### src/inc/fpe_pkg.sv
// How it works
// RULE_01: Any zero protect bit turns protection on.
// RULE_02: Level 2 also blocks factory tester reads.
// RULE_03: Both levels requested means level 2.
// RULE_04: Release bits 00 turn protection off.
// RULE_05: Parallel mode cannot change release bits. The code refuses such changes only while protection is on.
// RULE_06: Programmer rewrites whole block 0, not byte.
// RULE_07: Non-blank flash needs ID match for commands.
// RULE_08: Stored ID is seven bytes, FFD4 to FFDA.
// RULE_09: Programmer keeps boot operations inside F000-FFFF.
// RULE_10: Boot erase covers the whole 4K block.
// RULE_11: Programmer sets pins, then releases reset, for serial.
// RULE_12: Mode pin low during reset means normal.
// RULE_13: Serial mode refuses boot area writes.
// RULE_14: Own CPU handles serial data and rewrites.
// RULE_15: Serial has synchronous and asynchronous variants.
// RULE_16: Programmer drives the serial shift clock.
// RULE_17: Busy output is driven during serial programming.
// RULE_18: Programmer sets ports, mode pin, then reset.
// RULE_19: Mode pins are sampled once at reset release.
// RULE_20: Command byte FF returns to array reads.
package fpe_pkg;
    // Flash map.
    localparam logic [15:0] PROT_ADDR   = 16'hFFDB;
    localparam logic [15:0] ID_FIRST    = 16'hFFD4;
    localparam logic [15:0] ID_LAST     = 16'hFFDA;
    localparam logic [15:0] BOOT_BASE   = 16'hF000;
    localparam logic [3:0]  BOOT_PAGE   = 4'hF;
    localparam int          ID_BYTES    = 7;
    localparam logic [2:0]  ID_LAST_IDX = 3'h6;
    // Protect control byte fields.
    localparam int PROT_L1_BIT = 2;
    localparam int PROT_L2_BIT = 3;
    localparam int REL_LO_BIT  = 6;
    localparam int REL_HI_BIT  = 7;
    // Self-rewrite command bytes.
    localparam logic [7:0] CMD_READ_ARRAY = 8'hFF;
    localparam logic [7:0] CMD_PROGRAM    = 8'h40;
    localparam logic [7:0] CMD_ERASE      = 8'h20;
    // Register indices.
    localparam logic [2:0] REG_CTRL  = 3'h0;
    localparam logic [2:0] REG_STAT  = 3'h1;
    localparam logic [2:0] REG_RX    = 3'h2;
    localparam logic [2:0] REG_TX    = 3'h3;
    localparam logic [2:0] REG_FADDR = 3'h4;
    localparam logic [2:0] REG_FDATA = 3'h5;
    localparam logic [2:0] REG_FCMD  = 3'h6;
    localparam int CTRL_VARIANT = 0;
    localparam int CTRL_BUSY    = 1;
    localparam int STAT_PROT    = 2;
    localparam int STAT_LVL2    = 3;
    localparam int STAT_OPEN    = 4;
    localparam int STAT_LOCK    = 5;
    localparam int STAT_RXFULL  = 6;
    localparam int STAT_REFUSED = 7;
    localparam int STAT_TXBUSY  = 8;
    // Serial timing.
    localparam int             CLK_HZ      = 40_000_000;
    localparam int             BAUD_HZ     = 115_200;
    localparam int             BAUD_CYC    = CLK_HZ / BAUD_HZ;
    localparam int             BAUD_W      = 9;
    localparam logic [8:0]     BAUD_RELOAD = 9'(BAUD_CYC - 1);
    localparam logic [8:0]     BAUD_HALF   = 9'(BAUD_CYC / 2);
    localparam logic [3:0]     DATA_BITS   = 4'h8;
    localparam logic [3:0]     FRAME_BITS  = 4'hA;
    localparam logic [3:0]     FRAME_LAST  = 4'h9;

    typedef enum logic [1:0] {
        MODE_NORMAL   = 2'b00,
        MODE_PARALLEL = 2'b01,
        MODE_SERIAL   = 2'b10
    } fpe_mode_e;

    typedef enum logic [1:0] {
        OP_READ    = 2'b00,
        OP_PROGRAM = 2'b01,
        OP_ERASE   = 2'b10
    } fpe_op_e;

    typedef enum logic [1:0] {
        SER_ID     = 2'b00,
        SER_OPEN   = 2'b01,
        SER_LOCKED = 2'b10
    } fpe_ser_e;

    typedef struct packed {
        logic        valid;
        fpe_op_e     op;
        logic [15:0] addr;
        logic [7:0]  data;
    } fpe_freq_s;

    typedef struct packed {
        logic mode_sel;
        logic rst_ctl;
        logic ce;
        logic sclk;
        logic txd;
        logic rxd;
    } fpe_pins_s;
endpackage : fpe_pkg

### src/fpe_top.sv
`timescale 1ns/10ps
// Flash protection and programming-mode entry. The parallel port and
// the flash array share core_clk; mode pins and the serial link
// are synchronised here.
module fpe_top
    import fpe_pkg::*;
(
    input  wire logic                       core_clk,
    input  wire logic                       rst,
    input  wire logic                       mode_select_pin,
    input  wire logic                       reset_control_input,
    input  wire logic                       chip_enable_pin,
    input  wire logic                       serial_shift_clock_pin,
    input  wire logic                       serial_receive_pin,
    input  wire logic                       serial_transmit_pin_i,
    output logic                            serial_transmit_pin_o,
    output logic                            serial_transmit_pin_oe,
    output logic                            busy_pin,
    input  wire fpe_freq_s                  pp_req,
    input  wire logic                       pp_tester,
    output logic [7:0]                      pp_rdata,
    output logic                            pp_done,
    output logic                            pp_refused,
    input  wire logic [2:0]                 reg_addr,
    input  wire logic [15:0]                reg_wdata,
    input  wire logic                       reg_we,
    input  wire logic                       reg_re,
    output logic [15:0]                     reg_rdata,
    output fpe_freq_s                       fl_req,
    input  wire logic [7:0]                 fl_rdata,
    input  wire logic [7:0]                 array_prot_byte,
    input  wire logic [ID_BYTES-1:0][7:0]   array_id,
    input  wire logic                       array_blank
);
    logic [5:0]  pin_raw;
    logic [5:0]  sync1_q;
    logic [5:0]  sync2_q;
    fpe_pins_s   pins;
    logic        captured_q;
    fpe_mode_e   mode_q;
    logic        serial;
    logic        parallel;
    logic        prot_on;
    logic        level2;
    logic        pp_block;
    logic        pp_boot;
    logic [1:0]  ctrl_q;
    logic [15:0] faddr_q;
    logic [7:0]  fdata_q;
    logic        cmd_wr;
    logic        cpu_boot;
    logic        cpu_ok;
    logic        cpu_bad;
    fpe_op_e     cpu_op;
    logic        rd_pend_q;
    logic        rd_cpu_q;
    logic        refused_q;
    fpe_ser_e    ser_q;
    logic [2:0]  id_idx_q;
    logic        id_bad_q;
    logic        rx_valid;
    logic [7:0]  rx_byte;
    logic [7:0]  rx_hold_q;
    logic        rx_full_q;
    logic        rx_pop;
    logic        tx_busy;
    logic        txd;
    logic [15:0] stat_word;

    // Two-flop synchronisers, left without reset on purpose so
    // that they track the pins while reset is held, as the
    // mode capture at release needs.
    assign pin_raw = {mode_select_pin, reset_control_input, chip_enable_pin,
                      serial_shift_clock_pin, serial_transmit_pin_i, serial_receive_pin};
    for (genvar i = 0; i < 6; i++) begin : g_sync
        always_ff @(posedge core_clk) begin
            sync1_q[i] <= pin_raw[i];
            sync2_q[i] <= sync1_q[i];
        end
    end
    assign pins = fpe_pins_s'(sync2_q);

    // Mode selection happens once, at the first edge after reset release.
    always_ff @(posedge core_clk or posedge rst) begin
        if (rst) begin
            captured_q <= 1'b0;
            mode_q     <= MODE_NORMAL;
        end else if (!captured_q) begin
            captured_q <= 1'b1; // RULE_19
            if (!pins.mode_sel) begin
                mode_q <= MODE_NORMAL; // RULE_12
            end else if (!pins.rst_ctl && pins.ce && !pins.sclk && pins.txd) begin
                mode_q <= MODE_SERIAL; // RULE_11 RULE_18
            end else begin
                mode_q <= MODE_PARALLEL;
            end
        end
    end
    assign serial   = (mode_q == MODE_SERIAL);
    assign parallel = (mode_q == MODE_PARALLEL);

    // Protection decode from the stored control byte. Release bits of 00
    // override the level bits, and level 2 wins when both levels are set.
    assign prot_on = ~(array_prot_byte[PROT_L1_BIT] & array_prot_byte[PROT_L2_BIT]) // RULE_01
                   & (array_prot_byte[REL_HI_BIT] | array_prot_byte[REL_LO_BIT]); // RULE_04
    assign level2  = prot_on & ~array_prot_byte[PROT_L2_BIT]; // RULE_03

    // Parallel gating: only a tester read at level 1 gets through while
    // protection is on; every modification is refused, release bits too.
    assign pp_block = prot_on & ((pp_req.op != OP_READ) | ~pp_tester | level2); // RULE_02 RULE_05
    assign pp_boot  = (pp_req.addr[15:12] == BOOT_PAGE);

    // Self-rewrite command decode from the command register.
    assign cmd_wr   = reg_we && reg_addr == REG_FCMD;
    assign cpu_boot = (faddr_q[15:12] == BOOT_PAGE);
    always_comb begin
        cpu_op  = OP_READ;
        cpu_bad = 1'b0;
        case (reg_wdata[7:0])
            CMD_READ_ARRAY: cpu_op = OP_READ; // RULE_20
            CMD_PROGRAM:    cpu_op = OP_PROGRAM;
            CMD_ERASE:      cpu_op = OP_ERASE;
            default:        cpu_bad = 1'b1;
        endcase
    end
    // The CPU path is closed in parallel mode, where the programmer owns
    // the array, and closed to boot writes in serial mode.
    assign cpu_ok = cmd_wr && !parallel && !cpu_bad
                  && !(serial && cpu_op != OP_READ && cpu_boot); // RULE_13 RULE_14

    // Flash request register, shared by both masters.
    always_ff @(posedge core_clk or posedge rst) begin
        if (rst) begin
            fl_req     <= '0;
            pp_refused <= 1'b0;
        end else begin
            fl_req.valid <= 1'b0;
            pp_refused   <= 1'b0;
            if (parallel && pp_req.valid) begin
                if (pp_block) begin
                    pp_refused <= 1'b1;
                end else begin
                    fl_req.valid <= 1'b1;
                    fl_req.op    <= pp_req.op;
                    fl_req.data  <= pp_req.data;
                    fl_req.addr  <= (pp_req.op == OP_ERASE && pp_boot)
                                  ? BOOT_BASE : pp_req.addr; // RULE_10
                end
            end else if (cpu_ok) begin
                fl_req.valid <= 1'b1;
                fl_req.op    <= cpu_op;
                fl_req.data  <= fdata_q;
                fl_req.addr  <= (cpu_op == OP_ERASE && cpu_boot) ? BOOT_BASE : faddr_q;
            end
        end
    end

    // Read return: array data are valid the cycle after a read request.
    always_ff @(posedge core_clk or posedge rst) begin
        if (rst) begin
            rd_pend_q <= 1'b0;
            rd_cpu_q  <= 1'b0;
            pp_done   <= 1'b0;
            pp_rdata  <= 8'h00;
        end else begin
            rd_pend_q <= fl_req.valid && fl_req.op == OP_READ;
            rd_cpu_q  <= !parallel;
            pp_done   <= rd_pend_q && !rd_cpu_q;
            if (rd_pend_q && !rd_cpu_q) begin
                pp_rdata <= fl_rdata;
            end
        end
    end

    // Software-owned control, address and data registers.
    always_ff @(posedge core_clk or posedge rst) begin
        if (rst) begin
            ctrl_q  <= 2'b00;
            faddr_q <= 16'h0000;
            fdata_q <= 8'h00;
        end else begin
            if (reg_we && reg_addr == REG_CTRL) begin
                ctrl_q <= reg_wdata[1:0];
            end
            if (reg_we && reg_addr == REG_FADDR) begin
                faddr_q <= reg_wdata;
            end
            if (rd_pend_q && rd_cpu_q) begin
                fdata_q <= fl_rdata; // Array read wins over a software write.
            end else if (reg_we && reg_addr == REG_FDATA) begin
                fdata_q <= reg_wdata[7:0];
            end
        end
    end

    // Sticky refusal flag, cleared by writing one to its status bit. A
    // refusal in the clearing cycle wins so that it is not lost.
    always_ff @(posedge core_clk or posedge rst) begin
        if (rst) begin
            refused_q <= 1'b0;
        end else if ((cmd_wr && !cpu_ok) || (serial && rx_valid && ser_q == SER_LOCKED)) begin
            refused_q <= 1'b1;
        end else if (reg_we && reg_addr == REG_STAT && reg_wdata[STAT_REFUSED]) begin
            refused_q <= 1'b0;
        end
    end

    fpe_shift u_shift (
        .core_clk (core_clk),
        .rst      (rst),
        .en       (serial),
        .variant  (ctrl_q[CTRL_VARIANT]),
        .sclk_s   (pins.sclk),
        .rxd_s    (pins.rxd),
        .tx_load  (reg_we && reg_addr == REG_TX),
        .tx_byte  (reg_wdata[7:0]),
        .rx_valid (rx_valid),
        .rx_byte  (rx_byte),
        .tx_busy  (tx_busy),
        .txd_o    (txd)
    ); // RULE_15

    // ID check. A blank array opens the link at once; otherwise
    // all seven bytes must match the stored code, and one
    // mismatch locks later commands out until reset.
    always_ff @(posedge core_clk or posedge rst) begin
        if (rst) begin
            ser_q    <= SER_ID;
            id_idx_q <= 3'h0;
            id_bad_q <= 1'b0;
        end else if (serial) begin
            case (ser_q)
                SER_ID: begin
                    if (array_blank) begin
                        ser_q <= SER_OPEN;
                    end else if (rx_valid) begin // RULE_07 RULE_08
                        id_idx_q <= id_idx_q + 3'h1;
                        if (id_idx_q == ID_LAST_IDX) begin
                            ser_q <= (id_bad_q || rx_byte != array_id[id_idx_q])
                                   ? SER_LOCKED : SER_OPEN;
                        end else if (rx_byte != array_id[id_idx_q]) begin
                            id_bad_q <= 1'b1;
                        end
                    end
                end
                SER_OPEN:   ser_q <= SER_OPEN;
                SER_LOCKED: ser_q <= SER_LOCKED;
                default:    ser_q <= SER_ID;
            endcase
        end
    end

    // Received command bytes go to the CPU only once the link is open.
    assign rx_pop = reg_re && reg_addr == REG_RX;
    always_ff @(posedge core_clk or posedge rst) begin
        if (rst) begin
            rx_hold_q <= 8'h00;
            rx_full_q <= 1'b0;
        end else if (serial && rx_valid && ser_q == SER_OPEN) begin
            rx_hold_q <= rx_byte; // RULE_07 RULE_14
            rx_full_q <= 1'b1;
        end else if (rx_pop) begin
            rx_full_q <= 1'b0;
        end
    end

    // Busy while a byte waits, software asks or a read is in flight;
    // it reads low outside serial mode,
    // so a normal board sees a quiet pin.
    always_ff @(posedge core_clk or posedge rst) begin
        if (rst) begin
            busy_pin <= 1'b0;
        end else begin
            busy_pin <= serial && (rx_full_q || ctrl_q[CTRL_BUSY] || rd_pend_q); // RULE_17
        end
    end

    // The transmit pin is an entry strap until serial mode takes it over.
    assign serial_transmit_pin_o  = txd;
    assign serial_transmit_pin_oe = serial;

    // Status word.
    always_comb begin
        stat_word               = 16'h0000;
        stat_word[1:0]          = mode_q;
        stat_word[STAT_PROT]    = prot_on;
        stat_word[STAT_LVL2]    = level2;
        stat_word[STAT_OPEN]    = (ser_q == SER_OPEN);
        stat_word[STAT_LOCK]    = (ser_q == SER_LOCKED);
        stat_word[STAT_RXFULL]  = rx_full_q;
        stat_word[STAT_REFUSED] = refused_q;
        stat_word[STAT_TXBUSY]  = tx_busy;
    end

    // Read data stand only in the cycle after the strobe; unmapped
    // and write-only indices read as zero.
    always_ff @(posedge core_clk or posedge rst) begin
        if (rst) begin
            reg_rdata <= 16'h0000;
        end else if (reg_re) begin
            case (reg_addr)
                REG_CTRL:  reg_rdata <= {14'h0000, ctrl_q};
                REG_STAT:  reg_rdata <= stat_word;
                REG_RX:    reg_rdata <= {8'h00, rx_hold_q};
                REG_FADDR: reg_rdata <= faddr_q;
                REG_FDATA: reg_rdata <= {8'h00, fdata_q};
                default:   reg_rdata <= 16'h0000;
            endcase
        end else begin
            reg_rdata <= 16'h0000;
        end
    end
endmodule : fpe_top

### src/fpe_shift.sv
`timescale 1ns/10ps
// Serial bit engine: programmer's shift clock in the synchronous
// variant, internal baud divider in the other.
module fpe_shift
    import fpe_pkg::*;
(
    input  wire logic       core_clk,
    input  wire logic       rst,
    input  wire logic       en,
    input  wire logic       variant,
    input  wire logic       sclk_s,
    input  wire logic       rxd_s,
    input  wire logic       tx_load,
    input  wire logic [7:0] tx_byte,
    output logic            rx_valid,
    output logic [7:0]      rx_byte,
    output logic            tx_busy,
    output logic            txd_o
);
    logic              sclk_prev_q;
    logic              rise;
    logic              fall;
    logic [BAUD_W-1:0] rx_cnt_q;
    logic [BAUD_W-1:0] tx_cnt_q;
    logic [3:0]        rx_bits_q;
    logic [3:0]        tx_left_q;
    logic              rx_act_q;
    logic [7:0]        rx_sh_q;
    logic [9:0]        tx_sh_q;

    // Edge finder on the already synchronised shift clock.
    always_ff @(posedge core_clk or posedge rst) begin
        if (rst) begin
            sclk_prev_q <= 1'b0;
        end else begin
            sclk_prev_q <= sclk_s;
        end
    end
    assign rise = sclk_s & ~sclk_prev_q;
    assign fall = ~sclk_s & sclk_prev_q;

    // Receiver, LSB first in both variants.
    always_ff @(posedge core_clk or posedge rst) begin
        if (rst) begin
            rx_valid  <= 1'b0;
            rx_byte   <= 8'h00;
            rx_act_q  <= 1'b0;
            rx_bits_q <= 4'h0;
            rx_cnt_q  <= '0;
            rx_sh_q   <= 8'h00;
        end else begin
            rx_valid <= 1'b0;
            if (!en) begin
                rx_act_q  <= 1'b0;
                rx_bits_q <= 4'h0;
            end else if (!variant) begin // RULE_15 RULE_16
                if (rise) begin
                    rx_sh_q <= {rxd_s, rx_sh_q[7:1]};
                    if (rx_bits_q == DATA_BITS - 4'h1) begin
                        rx_bits_q <= 4'h0;
                        rx_valid  <= 1'b1;
                        rx_byte   <= {rxd_s, rx_sh_q[7:1]};
                    end else begin
                        rx_bits_q <= rx_bits_q + 4'h1;
                    end
                end
            end else if (!rx_act_q) begin // RULE_15
                if (!rxd_s) begin
                    rx_act_q  <= 1'b1;
                    rx_cnt_q  <= BAUD_HALF;
                    rx_bits_q <= 4'h0;
                end
            end else if (rx_cnt_q != '0) begin
                rx_cnt_q <= rx_cnt_q - 9'h001;
            end else begin
                rx_cnt_q  <= BAUD_RELOAD;
                rx_bits_q <= rx_bits_q + 4'h1;
                if (rx_bits_q == 4'h0 && rxd_s) begin
                    rx_act_q <= 1'b0; // Glitch, not a start bit.
                end else if (rx_bits_q == FRAME_LAST) begin
                    rx_act_q <= 1'b0;
                    rx_valid <= rxd_s; // A bad stop bit drops the byte.
                    rx_byte  <= rx_sh_q;
                end else if (rx_bits_q != 4'h0) begin
                    rx_sh_q <= {rxd_s, rx_sh_q[7:1]};
                end
            end
        end
    end

    // Transmitter; a load while busy is ignored.
    always_ff @(posedge core_clk or posedge rst) begin
        if (rst) begin
            tx_sh_q   <= 10'h3FF;
            tx_left_q <= 4'h0;
            tx_cnt_q  <= '0;
        end else if (!en) begin
            tx_sh_q   <= 10'h3FF;
            tx_left_q <= 4'h0;
        end else if (tx_load && tx_left_q == 4'h0) begin
            tx_sh_q   <= variant ? {1'b1, tx_byte, 1'b0} : {2'b11, tx_byte};
            tx_left_q <= variant ? FRAME_BITS : DATA_BITS;
            tx_cnt_q  <= BAUD_RELOAD;
        end else if (tx_left_q != 4'h0) begin
            if (variant && tx_cnt_q != '0) begin
                tx_cnt_q <= tx_cnt_q - 9'h001;
            end else if (variant || fall) begin
                tx_cnt_q  <= BAUD_RELOAD;
                tx_sh_q   <= {1'b1, tx_sh_q[9:1]};
                tx_left_q <= tx_left_q - 4'h1;
            end
        end
    end
    assign tx_busy = (tx_left_q != 4'h0);
    assign txd_o   = tx_sh_q[0];
endmodule : fpe_shift

### config.mk
export PLATFORM = sky130hd
export DESIGN_NAME = fpe_top
export DESIGN_NICKNAME = d
export VERILOG_FILES = /design/src/inc/fpe_pkg.sv /design/src/fpe_top.sv /design/src/fpe_shift.sv
export SDC_FILE = /design/constraint.sdc
export NUM_CORES = 1
export LEC_CHECK = 0
export BUFFER_PORTS_ARGS = -buffer_cell sky130_fd_sc_hd__buf_2
export CORE_AREA = 2 2 159 161
export CTS_CLUSTER_DIAMETER = 120
export DETAILED_ROUTE_END_ITERATION = 16
export DIE_AREA = 0 0 161 163
export PLACE_DENSITY_LB_ADDON = 0.15
export REMOVE_ABC_BUFFERS = 1
export SYNTH_ARGS = -nofsm -noshare
export SYNTH_HDL_FRONTEND = slang
export SYNTH_SLANG_ARGS = --single-unit
### constraint.sdc
create_clock -name core_clk -period 4.2 [get_ports core_clk]
set_input_delay 0.42 -clock core_clk [delete_from_list [all_inputs] [get_ports core_clk]]
set_output_delay 0.42 -clock core_clk [all_outputs]
set_load 0.05 [all_outputs]
==> impl_results.rst, run 1 <==
.. list-table::
   :header-rows: 1

   * - Metric
     - Value
   * - Critical path class
     - reg2reg
   * - Result of the run
     - finished clean
   * - Final global-route overflow total
     - 0
   * - Data required time at the worst endpoint
     - 4.52 ns
   * - Hold violation total from the final report
     - 0
   * - Internal power summed over all cells
     - 0.00300 W
   * - Sw power
     - 0.00157 W
   * - Skew-Pair Late Insertion Delay
     - 0.43 ns
   * - Data arrival time of the worst path
     - 3.14 ns
   * - Share of the cycle needed by the critical path after routing
     - between 60% and 70%
   * - Crit path launch type
     - flip-flop
   * - Die Outline Area
     - 0.0262 sq mm
   * - Wire length of the first global-routing pass
     - approximately 35000 um
   * - Syn-to-layout area delta
     - 22.2%
   * - Clock power share
     - between 30 and 40%
   * - Relative slew margins
     - 29.4%
   * - #FFs+latches synth
     - 167
   * - Setup Buffers After CTS
     - 0
   * - Flip-flop cell with the highest count after synthesis
     - sky130_fd_sc_hd__dfrtp_1
   * - Worst clock skew
     - 0.0132 ns
   * - Area occupied by registers
     - 0.00413 sq mm
   * - Row Count
     - 58
   * - Per-cell via count in the routed design
     - 4.99
   * - Syn_area_per_cell
     - 10.7 sq um
   * - Count of max-cap constraint violations
     - 0
   * - Vertical extent of the die
     - 163 um
   * - Number of filler instances in the final layout
     - between 2000 and 2500
   * - LEAKAGE
     - ~4.8 nW
   * - Largest net degree at the start of global routing
     - 90
   * - Register share of total power
     - between 40 and 50%
   * - Slack of the worst reg-to-reg path
     - approximately 1.4 ns
   * - Post-layout net count
     - 1078
   * - Min-Delay Path Class
     - in2reg
   * - # hold bufs at CTS
     - 0
   * - End point of the critical path
     - ser_q[0]
   * - Number of cells on the worst reg-to-reg path
     - 7
   * - Level count of the clock H-tree
     - 4
   * - Post-detailed-placement half-perimeter wirelength
     - 16000 um
   * - TritonCTS clock tree
     - yes
   * - Final routed wire length divided by cell count
     - 17.0 um
   * - PD cells
     - around 450 mW/mm^2
   * - Die span in x
     - 161 um
   * - Max Transition Viols Final
     - 0
   * - Clock root buffer
     - sky130_fd_sc_hd__clkbuf_16
   * - Last weighted congestion value of the routability-driven placer
     - about 0.80
   * - Post-cts sizing count
     - 0
   * - Least-Margin Pin Slew
     - 1.05 ns
   * - Capture point of the worst reg-to-reg path
     - ser_q[0]
   * - Number of clock sinks
     - between 150 and 200
   * - ANT nets after route
     - 0
   * - Post-Syn Area
     - 0.00823 sq mm
   * - CTS buffer count
     - 17
   * - Multi-input gate area
     - 0.00382 sq mm
   * - Fmax
     - 0.354 GHz
   * - Count of flip-flops with a built-in enable after synthesis
     - 0
   * - Initial Util
     - between 30% and 40%
   * - Critical Path Source
     - id_idx_q[1]
   * - Count of pins on the block boundary
     - 186
   * - Total power
     - 0.00457 W
   * - Share of layout cells above drive strength 1
     - 32.6%
   * - Starting DRC count in detailed routing
     - 427
   * - CTS clk-pin slew, worst paths
     - 0.07 ns
   * - DRT Pass-1 Iters
     - 4
   * - Synth unique cells
     - 71
   * - Number of antenna violations at the first check in global routing
     - 2
   * - Largest fanout on the critical path
     - 17
   * - Residual DRC count
     - 0
   * - Unrepaired setup endpoints after global routing
     - false
   * - Share of power burned in combinational logic
     - 23.2%
   * - Summed negative setup slack over all endpoints
     - 0 ns
   * - Via count of the first global-routing pass
     - 6319
   * - Reg2reg start
     - id_idx_q[1]
   * - Fin crit period
     - 2.82 ns
   * - Switching power share of the total
     - 34.4%
   * - Ys Warns
     - 0
   * - GRT Util Overall
     - roughly 17%
   * - Placeable core region
     - 0.0247 sq mm
   * - Vias after detailed routing
     - 6401
   * - Crit. End Element
     - flip-flop
   * - Sequential element share of the synthesized area
     - 50.2%
   * - Worst supply voltage drop on vdd
     - ~0.23 mV
   * - WL final
     - around 22000 um
   * - Cells after Synth
     - approximately 770
   * - Ys async rst share
     - 92.8%
   * - Number of port buffers
     - about 180
   * - Clock buffer depth
     - 2
   * - Final setup violation count
     - 0
power by group through the flow:
stage / Clock (W) / Combinational, W / Sequential [W]
6_report: 0.00155 / 0.00106 / 0.00196
5_1_grt: 0.00168 / 0.00114 / 0.00199
4_1_cts: 0.00160 / 0.00107 / 0.00196
3_5_place_dp: 0 / 0.00107 / 0.00199
3_3_place_gp: 0 / 0.00106 / 0.00199
2_1_floorplan: 0 / 0.000384 / 0.00233
through the flow:
| step | hold slack (ns) | worst slack (ns) | cells | util (%) | instance area [sq um] |
|---|---|---|---|---|---|
| 3_3_place_gp | 0.313 | 1.39 | 1250 | 38.4 | 9470 |
| 6_report | 0.0924 | 1.38 | 1284 | 40.8 | 10100 |
| 4_1_cts | 0.0722 | 1.36 | 1282 | 40.7 | 10100 |
| 3_5_place_dp | 0.312 | 1.35 | 1250 | 38.4 | 9470 |
| 5_1_grt | 0.0688 | 1.14 | 1284 | 40.8 | 10100 |
| 2_1_floorplan | 0.310 | -0.383 | 725 | - | 8040 |
synth_stat cells, types with 7 or more instances:
master / number / area share (%)
sky130_fd_sc_hd__a22oi_1: 19 / 1.7
sky130_fd_sc_hd__clkbuf_1: 26 / 1.2
sky130_fd_sc_hd__nand3_1: 15 / 0.91
sky130_fd_sc_hd__o21ai_0: 47 / 2.9
sky130_fd_sc_hd__nand2_1: 65 / 3.0
sky130_fd_sc_hd__nand2b_1: 14 / 1.1
sky130_fd_sc_hd__a22o_1: 16 / 1.7
sky130_fd_sc_hd__dfrtp_1: 146 / 44
sky130_fd_sc_hd__a221o_1: 8 / 0.97
sky130_fd_sc_hd__nor3b_1: 12 / 1.1
sky130_fd_sc_hd__and2_1: 11 / 0.84
sky130_fd_sc_hd__dfstp_2: 9 / 2.9
sky130_fd_sc_hd__nor3_1: 17 / 1.0
sky130_fd_sc_hd__mux2i_1: 30 / 3.6
sky130_fd_sc_hd__buf_2: 7 / 0.43
sky130_fd_sc_hd__dfxtp_1: 12 / 2.9
sky130_fd_sc_hd__mux2_2: 48 / 6.6
sky130_fd_sc_hd__nor2b_1: 20 / 1.5
sky130_fd_sc_hd__or3_1: 10 / 0.76
sky130_fd_sc_hd__o22ai_1: 16 / 1.2
sky130_fd_sc_hd__nor2_1: 37 / 1.7
sky130_fd_sc_hd__inv_1: 23 / 1.0
sky130_fd_sc_hd__a21oi_1: 25 / 1.5
sky130_fd_sc_hd__mux2_1: 13 / 1.8
sky130_fd_sc_hd__nand4_1: 10 / 0.76
sky130_fd_sc_hd__a21o_1: 16 / 1.5
sky130_fd_sc_hd__ha_1: 9 / 1.4
layout by cell type, fill, tap and decap left out, types with 3 or more instances in the layout:
cell type	synthesis	layout
sky130_fd_sc_hd__xnor2_1	3	3
sky130_fd_sc_hd__ha_1	9	9
sky130_fd_sc_hd__o21a_1	3	3
sky130_fd_sc_hd__nor3b_1	12	12
sky130_fd_sc_hd__mux2i_1	30	30
sky130_fd_sc_hd__nor3_1	17	17
sky130_fd_sc_hd__nand4_1	10	10
sky130_fd_sc_hd__inv_8	0	3
sky130_fd_sc_hd__o21ai_1	5	5
sky130_fd_sc_hd__clkbuf_16	0	17
sky130_fd_sc_hd__inv_1	23	22
sky130_fd_sc_hd__nor2_1	37	37
sky130_fd_sc_hd__dfstp_2	9	9
sky130_fd_sc_hd__inv_6	0	7
sky130_fd_sc_hd__nand2_1	65	65
sky130_fd_sc_hd__clkinvlp_4	0	4
sky130_fd_sc_hd__mux2_2	48	48
sky130_fd_sc_hd__dfrtp_1	146	146
sky130_fd_sc_hd__dfxtp_1	12	12
sky130_fd_sc_hd__mux2_4	6	6
sky130_fd_sc_hd__mux2_1	13	13
sky130_fd_sc_hd__o31ai_1	3	3
sky130_fd_sc_hd__o22a_1	6	6
sky130_fd_sc_hd__buf_4	1	14
sky130_fd_sc_hd__nand3_1	15	15
sky130_fd_sc_hd__o21ai_0	47	47
sky130_fd_sc_hd__and2_1	11	11
sky130_fd_sc_hd__nor2b_1	20	20
sky130_fd_sc_hd__a22o_1	16	16
sky130_fd_sc_hd__a221o_1	8	8
sky130_fd_sc_hd__a21oi_1	25	25
sky130_fd_sc_hd__nand2b_1	14	14
sky130_fd_sc_hd__buf_2	7	181
sky130_fd_sc_hd__a32oi_1	3	3
sky130_fd_sc_hd__o22ai_1	16	16
sky130_fd_sc_hd__or3_1	10	10
sky130_fd_sc_hd__a22oi_1	19	19
sky130_fd_sc_hd__o31a_1	3	3
sky130_fd_sc_hd__a21o_1	16	16
area by class of cell:
type / count / share of cell area [%]
well taps: 330 / 4.11
clock buffers: 17 / 4.23
multi-input cells: 534 / 38.0
diodes: 2 / 0.0498
flip-flops and latches: 167 / 41.1
repair buffers: 195 / 10.1
inverters: 24 / 0.946
clock inverters: 15 / 1.54
metal layers:
| layer | vias up | share of wire [%] | global-route usage (%) |
|---|---|---|---|
| met4 | 0 | 1.5 | 5.56 |
| li1 | 3151 | - | - |
| met3 | 22 | 3.5 | 2.83 |
| met1 | 3101 | 48 | 23.7 |
| met2 | 127 | 47 | 26.3 |
| met5 | - | 0 | 0 |
critical path, cell delays in order (launching register included):
cell and delay (ns):
sky130_fd_sc_hd__dfrtp_1 0.76, sky130_fd_sc_hd__buf_4 0.31, sky130_fd_sc_hd__mux2_1 0.34, sky130_fd_sc_hd__o22ai_1 0.15, sky130_fd_sc_hd__or3_1 0.13, sky130_fd_sc_hd__nand4_1 0.10, sky130_fd_sc_hd__or4_4 0.59, sky130_fd_sc_hd__a222oi_1 0.33
sequential cells by signal (all words and copies together), names as in the netlist, 8 cells and up:
register / cells
u_shift.tx_sh_q: 9
fl_req: 27
reg_rdata: 16
u_shift.rx_cnt_q: 9
u_shift.rx_sh_q: 8
u_shift.rx_byte: 8
pp_rdata: 8
faddr_q: 16
u_shift.tx_cnt_q: 9
rx_hold_q: 8
fdata_q: 8
logic make-up (layout without fill, tap and decap cells):
family,count (synthesis),count (layout),share of synthesized area [%]
compound gates,190,190,15.9
xor+xnor,5,5,0.532
fa+ha+maj,9,9,1.37
buf+inv,65,251,3.48
flops,167,167,50.2
mux,99,99,13.6
other cells,1,3,0.0456
simple gates,230,230,14.9
worst min path at each step:
stage / slack, ns / start / end / depth (start not counted)
4_1_cts: 0.07 / serial_shift_clock_pin / sync1_q[2] / 1
5_1_grt: 0.07 / chip_enable_pin / sync1_q[3] / 1
2_1_floorplan: 0.31 / sync1_q[0] / pins[0] / 0
6_report: 0.09 / serial_transmit_pin_i / sync1_q[1] / 1
3_5_place_dp: 0.31 / sync1_q[0] / pins[0] / 0
3_3_place_gp: 0.31 / sync1_q[2] / pins[2] / 0
No activity file was read; power rests on OpenSTA's default activity.
==> inputs of run 2 (changes only) <==
==> constraint.sdc (replaced) <==
create_clock -name core_clk -period 2.47 [get_ports core_clk]
set_input_delay 0.247 -clock core_clk [delete_from_list [all_inputs] [get_ports core_clk]]
set_output_delay 0.247 -clock core_clk [all_outputs]
set_load 0.05 [all_outputs]
==> impl_results.rst, run 2 (synthesis results as in run 1) <==
.. list-table::
   :header-rows: 1

   * - Metric
     - Value
   * - Crit path launch type
     - flip-flop
   * - Skew-Pair Late Insertion Delay
     - between 0.4 and 0.5 ns
   * - Placeable core region
     - 0.0247 sq mm
   * - Clock root buffer
     - sky130_fd_sc_hd__clkbuf_16
   * - Number of cells on the worst reg-to-reg path
     - 8
   * - Level count of the clock H-tree
     - 4
   * - Data arrival time of the worst path
     - 2.64 ns
   * - CTS clk-pin slew, worst paths
     - 0.07 ns
   * - Final global-route overflow total
     - 0
   * - Max Transition Viols Final
     - 0
   * - Critical path class
     - reg2reg
   * - Result of the run
     - finished clean
   * - Initial Util
     - ~33%
   * - Hold violation total from the final report
     - 0
   * - Min-Delay Path Class
     - in2reg
   * - Worst supply voltage drop on vdd
     - 0.380 mV
   * - Hold Path End
     - fl_req[3]
   * - Data required time at the worst endpoint
     - 2.79 ns
   * - TritonCTS clock tree
     - yes
   * - Row Count
     - 58
   * - Register ranked first by flip-flop count
     - fl_req
   * - Vertical extent of the die
     - 163 um
   * - Design area
     - 0.0105 sq mm
   * - WL final
     - 22300 um
   * - Residual DRC count
     - 0
   * - Share of layout cells above drive strength 1
     - 34.7%
   * - Dpl ws
     - around 0.061 ns
   * - Capture point of the worst reg-to-reg path
     - ser_q[0]
   * - Largest fanout on the critical path
     - 16
   * - Post-detailed-placement half-perimeter wirelength
     - 16500 um
   * - PD cells
     - 777 mW/mm^2
   * - Count of pins on the block boundary
     - 186
   * - Cell depth of the worst hold path
     - 3
   * - Die span in x
     - 161 um
   * - Vias after detailed routing
     - 6535
   * - Count of max-cap constraint violations
     - 0
   * - Fin crit period
     - approximately 2.3 ns
   * - Least-Margin Pin Slew
     - 1.03 ns
   * - Post-layout net count
     - roughly 1100
   * - Starting DRC count in detailed routing
     - approximately 360
   * - Hold path start
     - pp_req[3]
   * - Number of clock sinks
     - 167
   * - Number of port buffers
     - 181
   * - Per-cell via count in the routed design
     - ~5
   * - Registers with the most flip-flops
     - fl_req: 27 flops, faddr_q: 16 flops, reg_rdata: 16 flops
   * - Wire length of the first global-routing pass
     - 35300 um
   * - Fmax
     - 0.430 GHz
   * - Number of antenna violations at the first check in global routing
     - 1
   * - Share of the cycle needed by the critical path after routing
     - between 90% and 100%
   * - Unrepaired setup endpoints after global routing
     - true
   * - CTS buffer count
     - 17
   * - ANT nets after route
     - 0
   * - Slack of the worst reg-to-reg path
     - 0.15 ns
   * - Final routed wire length divided by cell count
     - 16.9 um
   * - Number of filler instances in the final layout
     - 2471
   * - Die Outline Area
     - 0.0262 sq mm
   * - GRT Util Overall
     - 17.3%
   * - Crit. End Element
     - flip-flop
   * - Clock buffer depth
     - 2
   * - Last weighted congestion value of the routability-driven placer
     - 0.788
   * - Most frequent cells in the layout
     - sky130_fd_sc_hd__buf_2 (181), sky130_fd_sc_hd__dfrtp_1 (145), sky130_fd_sc_hd__nand2_1 (65), sky130_fd_sc_hd__mux2_2 (48), sky130_fd_sc_hd__o21ai_0 (47)
   * - Relative slew margins
     - 31.1%
   * - Largest net degree at the start of global routing
     - slightly below 60
   * - Post-detailed-placement cell area
     - 0.00968 sq mm
   * - Final setup violation count
     - 0
   * - Flip-flop count of the largest register after layout
     - 27
   * - Reg2reg start
     - id_idx_q[1]
   * - Leading cell type in the layout, fill and taps excluded
     - sky130_fd_sc_hd__buf_2
   * - Via count of the first global-routing pass
     - 6460
   * - Fin worst setup slack
     - 0.147 ns
   * - LEAKAGE
     - 4.98 nW
   * - Syn-to-layout area delta
     - 27.3%
   * - Worst clock skew
     - ~0.0089 ns
   * - DRT Pass-1 Iters
     - 5
-- run 2: changes by cell type in the layout (fill, tap and decap cells not counted), moves of 3 or more --
| cell | previous run | this run |
|---|---|---|
| sky130_fd_sc_hd__o22ai_1 | 16 | 13 |
| sky130_fd_sc_hd__o22ai_2 | 2 | 5 |
| sky130_fd_sc_hd__bufinv_16 | 1 | 4 |
| sky130_fd_sc_hd__buf_12 | 0 | 4 |
| sky130_fd_sc_hd__buf_4 | 14 | 33 |
| sky130_fd_sc_hd__dlygate4sd3_1 | 0 | 7 |
-- run 2: repair_timing --
item,in CTS,in global routing
hold endpoints to repair,54,0
hold buffers,7,0
resized for setup,0,8
endpoints found under the setup margin,0,17
buffers inserted,0,2
-- run 2: final cells by class --
cell class                 count  area [sq um]  share of cell area, %
inverter                      24          95.1                  0.908
tap                          330           413                   3.94
antenna                        2          5.00                 0.0478
multi-input combinational    534          3850                   36.8
sequential                   167          4130                   39.4
timing repair buffer         226          1330                   12.7
clock inverter                14           209                   1.99
clock buffer                  18           439                   4.19
-- run 2: worst max-delay path by stage --
| stage | slack (ns) | to | depth (start not counted) | startpoint |
|---|---|---|---|---|
| final | 0.15 | ser_q[0] | 8 | id_idx_q[1] |
| after global routing | -0.04 | ser_q[0] | 6 | id_idx_q[0] |
| after CTS | 0.04 | ser_q[0] | 7 | id_idx_q[1] |
| after detailed placement | 0.06 | ser_q[0] | 7 | id_idx_q[1] |
| after global placement | 0.07 | ser_q[0] | 7 | id_idx_q[1] |
| after floorplan | -1.94 | busy_pin | 1 | rst |
-- run 2: metrics by stage --
stage                     instances  setup TNS [ns]  total power [W]  hold slack (ns)  util [%]
after floorplan                 725         -291.87          0.00462            0.275         -
after global placement         1271               0          0.00523            0.310      39.2
after detailed placement       1271               0          0.00524            0.312      39.2
after CTS                      1310               0          0.00824           0.0185      42.1
after global routing           1314         -0.0400          0.00853           0.0257      42.4
final                          1315               0          0.00814           0.0386      42.5
-- run 2: per-layer routing --
layer	vias up	global-route usage [%]	part of all wire, %
met2	131	26.9	47
met4	0	5.03	1.2
met3	19	3.23	4.0
li1	3199	-	-
met5	-	0	0
met1	3186	24.6	48
-- run 2: power breakdown --
group | switching [W] | internal (W) | total (W) | leakage (nW)
registers | 0.000254 | 0.00307 | 0.00332 | 2.09
logic | 0.00123 | 0.000651 | 0.00188 | 2.58
clock network | 0.00119 | 0.00175 | 0.00294 | 0.308
total | 0.00267 | 0.00547 | 0.00814 | 4.98
-- run 2: critical path, cell delays in order (launching register included) --
cell and delay (ns):
sky130_fd_sc_hd__dfrtp_2 0.43, sky130_fd_sc_hd__buf_4 0.15, sky130_fd_sc_hd__clkbuf_16 0.17, sky130_fd_sc_hd__mux2_1 0.32, sky130_fd_sc_hd__o22ai_2 0.16, sky130_fd_sc_hd__or3_1 0.13, sky130_fd_sc_hd__nand4_1 0.06, sky130_fd_sc_hd__or4_4 0.51
sky130_fd_sc_hd__a222oi_1 0.29
==> inputs of run 3 (changes only) <==
==> constraint.sdc (replaced) <==
create_clock -name core_clk -period 2.7 [get_ports core_clk]
set_input_delay 0.27 -clock core_clk [delete_from_list [all_inputs] [get_ports core_clk]]
set_output_delay 0.27 -clock core_clk [all_outputs]
set_load 0.05 [all_outputs]
==> impl_results.rst, run 3 (synthesis results as in run 1) <==
.. list-table::
   :header-rows: 1

   * - Metric
     - Value
   * - Critical path class
     - reg2reg
   * - Final routed wire length divided by cell count
     - between 15 and 20 um
   * - Residual DRC count
     - 0
   * - Vias after detailed routing
     - 6425
   * - WL final
     - 21700 um
   * - Least-Margin Pin Slew
     - between 0.6 and 0.7 ns
   * - Setup Buffers After CTS
     - 0
   * - Crit. End Element
     - flip-flop
   * - Register share of total power
     - 42.7%
   * - Hold violation total from the final report
     - 0
   * - CTS clk-pin slew, worst paths
     - 0.07 ns
   * - Last weighted congestion value of the routability-driven placer
     - 0.798
   * - DRT Pass-1 Iters
     - 5
   * - Starting DRC count in detailed routing
     - between 400 and 500
   * - Post-detailed-placement half-perimeter wirelength
     - 16100 um
   * - Number of filler instances in the final layout
     - 2460
   * - Worst clock skew
     - 0.00883 ns
   * - Wire length of the first global-routing pass
     - approximately 35000 um
   * - Reg2reg start
     - id_idx_q[1]
   * - Number of port buffers
     - 181
   * - Worst supply voltage drop on vdd
     - between 0.4 and 0.5 mV
   * - Fin crit period
     - 2.40 ns
   * - Final setup violation count
     - 0
   * - Area occupied by registers
     - between 0.004 and 0.005 sq mm
   * - Level count of the clock H-tree
     - 4
   * - Clock root buffer
     - sky130_fd_sc_hd__clkbuf_16
   * - Critical Path Source
     - id_idx_q[1]
   * - Summed negative setup slack over all endpoints
     - 0 ns
   * - Per-cell via count in the routed design
     - 4.92
   * - Number of antenna violations at the first check in global routing
     - 1
   * - Cell depth of the worst hold path
     - 3
   * - Final global-route overflow total
     - 0
   * - Number of clock sinks
     - 167
   * - Vertical extent of the die
     - 163 um
   * - Flip-flop count of the largest register after layout
     - 27
   * - Largest fanout on the critical path
     - 35
   * - Number of cells on the worst reg-to-reg path
     - 7
   * - Share of layout cells above drive strength 1
     - between 30% and 40%
   * - Largest net degree at the start of global routing
     - 62
   * - GRT Util Overall
     - 16.9%
   * - Via count of the first global-routing pass
     - 6440
   * - Syn-to-layout area delta
     - 24.6%
   * - Relative slew margins
     - 58.9%
   * - Clock power share
     - 33.4%
   * - Min-Delay Path Class
     - in2reg
   * - Slack of the worst reg-to-reg path
     - 0.30 ns
   * - Total power
     - 0.00709 W
   * - Data arrival time of the worst path
     - 2.72 ns
   * - Crit path launch type
     - flip-flop
   * - Sw power
     - 0.00242 W
   * - Max Transition Viols Final
     - 0
   * - Die Outline Area
     - 0.0262 sq mm
   * - Leading cell type in the layout, fill and taps excluded
     - sky130_fd_sc_hd__buf_2
   * - Share of power burned in combinational logic
     - 23.9%
   * - Most frequent cells in the layout
     - sky130_fd_sc_hd__buf_2 (181), sky130_fd_sc_hd__dfrtp_1 (146), sky130_fd_sc_hd__nand2_1 (65), sky130_fd_sc_hd__mux2_2 (48), sky130_fd_sc_hd__o21ai_0 (47)
   * - CTS buffer count
     - 17
   * - LEAKAGE
     - 4.87 nW
   * - Placeable core region
     - 0.0247 sq mm
   * - Result of the run
     - finished clean
   * - Registers with the most flip-flops
     - fl_req: 27 flops, faddr_q: 16 flops, reg_rdata: 16 flops
   * - Multi-input gate area
     - 0.00382 sq mm
   * - PD cells
     - 691 mW/mm^2
   * - Hold path start
     - pp_req[3]
   * - Share of the cycle needed by the critical path after routing
     - 88.7%
   * - Fmax
     - 0.417 GHz
   * - Die span in x
     - 161 um
   * - Internal power summed over all cells
     - 0.00468 W
   * - Initial Util
     - 33.4%
   * - Data required time at the worst endpoint
     - around 3.0 ns
   * - Unrepaired setup endpoints after global routing
     - false
   * - TritonCTS clock tree
     - yes
   * - Switching power share of the total
     - about 34%
   * - Row Count
     - between 50 and 60
   * - Clock buffer depth
     - 2
   * - Count of pins on the block boundary
     - 186
   * - Skew-Pair Late Insertion Delay
     - about 0.43 ns
   * - Post-layout net count
     - 1099
   * - Count of max-cap constraint violations
     - 0
   * - ANT nets after route
     - 0
   * - Register ranked first by flip-flop count
     - fl_req
## run 3: cell count changes in the layout (fill, tap and decap cells not counted), sizes merged
cell,before,now
clkbuf,19,17
buf,218,209
bufinv,4,1
inv,31,30
diode,2,3
clkinv,0,5
## run 3: metal layers
layer  part of all wire [%]  vias up  routed length [um]  GRT usage, %
met5                      0        -                   0             0
met4                    1.7        0                 364          5.52
met3                    3.2       25                 687          2.83
met2                     47      114               10200          26.6
met1                     48     3093               10500          23.8
li1                       -     3193                   -             -
## run 3: area by class of cell
type	count	area share, %
repair buffers	216	11.9
multi-input cells	534	37.2
inverters	24	0.927
flip-flops and latches	167	40.3
diodes	3	0.0732
clock inverters	15	1.40
clock buffers	17	4.15
well taps	330	4.02
## run 3: worst paths after layout
path	endpoint
hold / removal	fl_req[3]
max in group asynchronous	u_shift.tx_cnt_q[8]
min in group asynchronous	u_shift.tx_left_q[1]
hold reg to reg	pins[4]
setup reg to reg	ser_q[0]
setup / recovery	ser_q[0]
## run 3: stage by stage
stage | setup WS [ns] | hold WS (ns) | cell area (sq um) | util, % | instances
after floorplan | -1.73 | 0.298 | 8040 | - | 725
after global placement | 0.309 | 0.313 | 9610 | 39.0 | 1264
after detailed placement | 0.303 | 0.312 | 9610 | 39.0 | 1264
after CTS | 0.286 | 0.0463 | 10300 | 41.6 | 1303
after global routing | 0.0534 | 0.0665 | 10300 | 41.6 | 1304
final | 0.304 | 0.0685 | 10300 | 41.6 | 1306
## run 3: power by group through the flow
stage	Sequential [W]	Combinational (W)	Clock, W
after floorplan	0.00363	0.000598	0
after global placement	0.00308	0.00169	0
after detailed placement	0.00308	0.00170	0
after CTS	0.00303	0.00171	0.00246
after global routing	0.00308	0.00183	0.00257
final	0.00303	0.00169	0.00237
## run 3: what timing repair did
item	4_1_cts	5_1_grt
gates resized for setup	0	0
hold buffers	7	0
endpoints found under the hold margin	60	0
## run 3: critical path: stages, from the launching register on
cell                       delay (ns)
sky130_fd_sc_hd__dfrtp_1         0.37
sky130_fd_sc_hd__buf_12          0.21
sky130_fd_sc_hd__mux2_2          0.36
sky130_fd_sc_hd__o22ai_1         0.20
sky130_fd_sc_hd__or3_1           0.14
sky130_fd_sc_hd__nand4_1         0.11
sky130_fd_sc_hd__or4_4           0.58
sky130_fd_sc_hd__a222oi_1        0.30
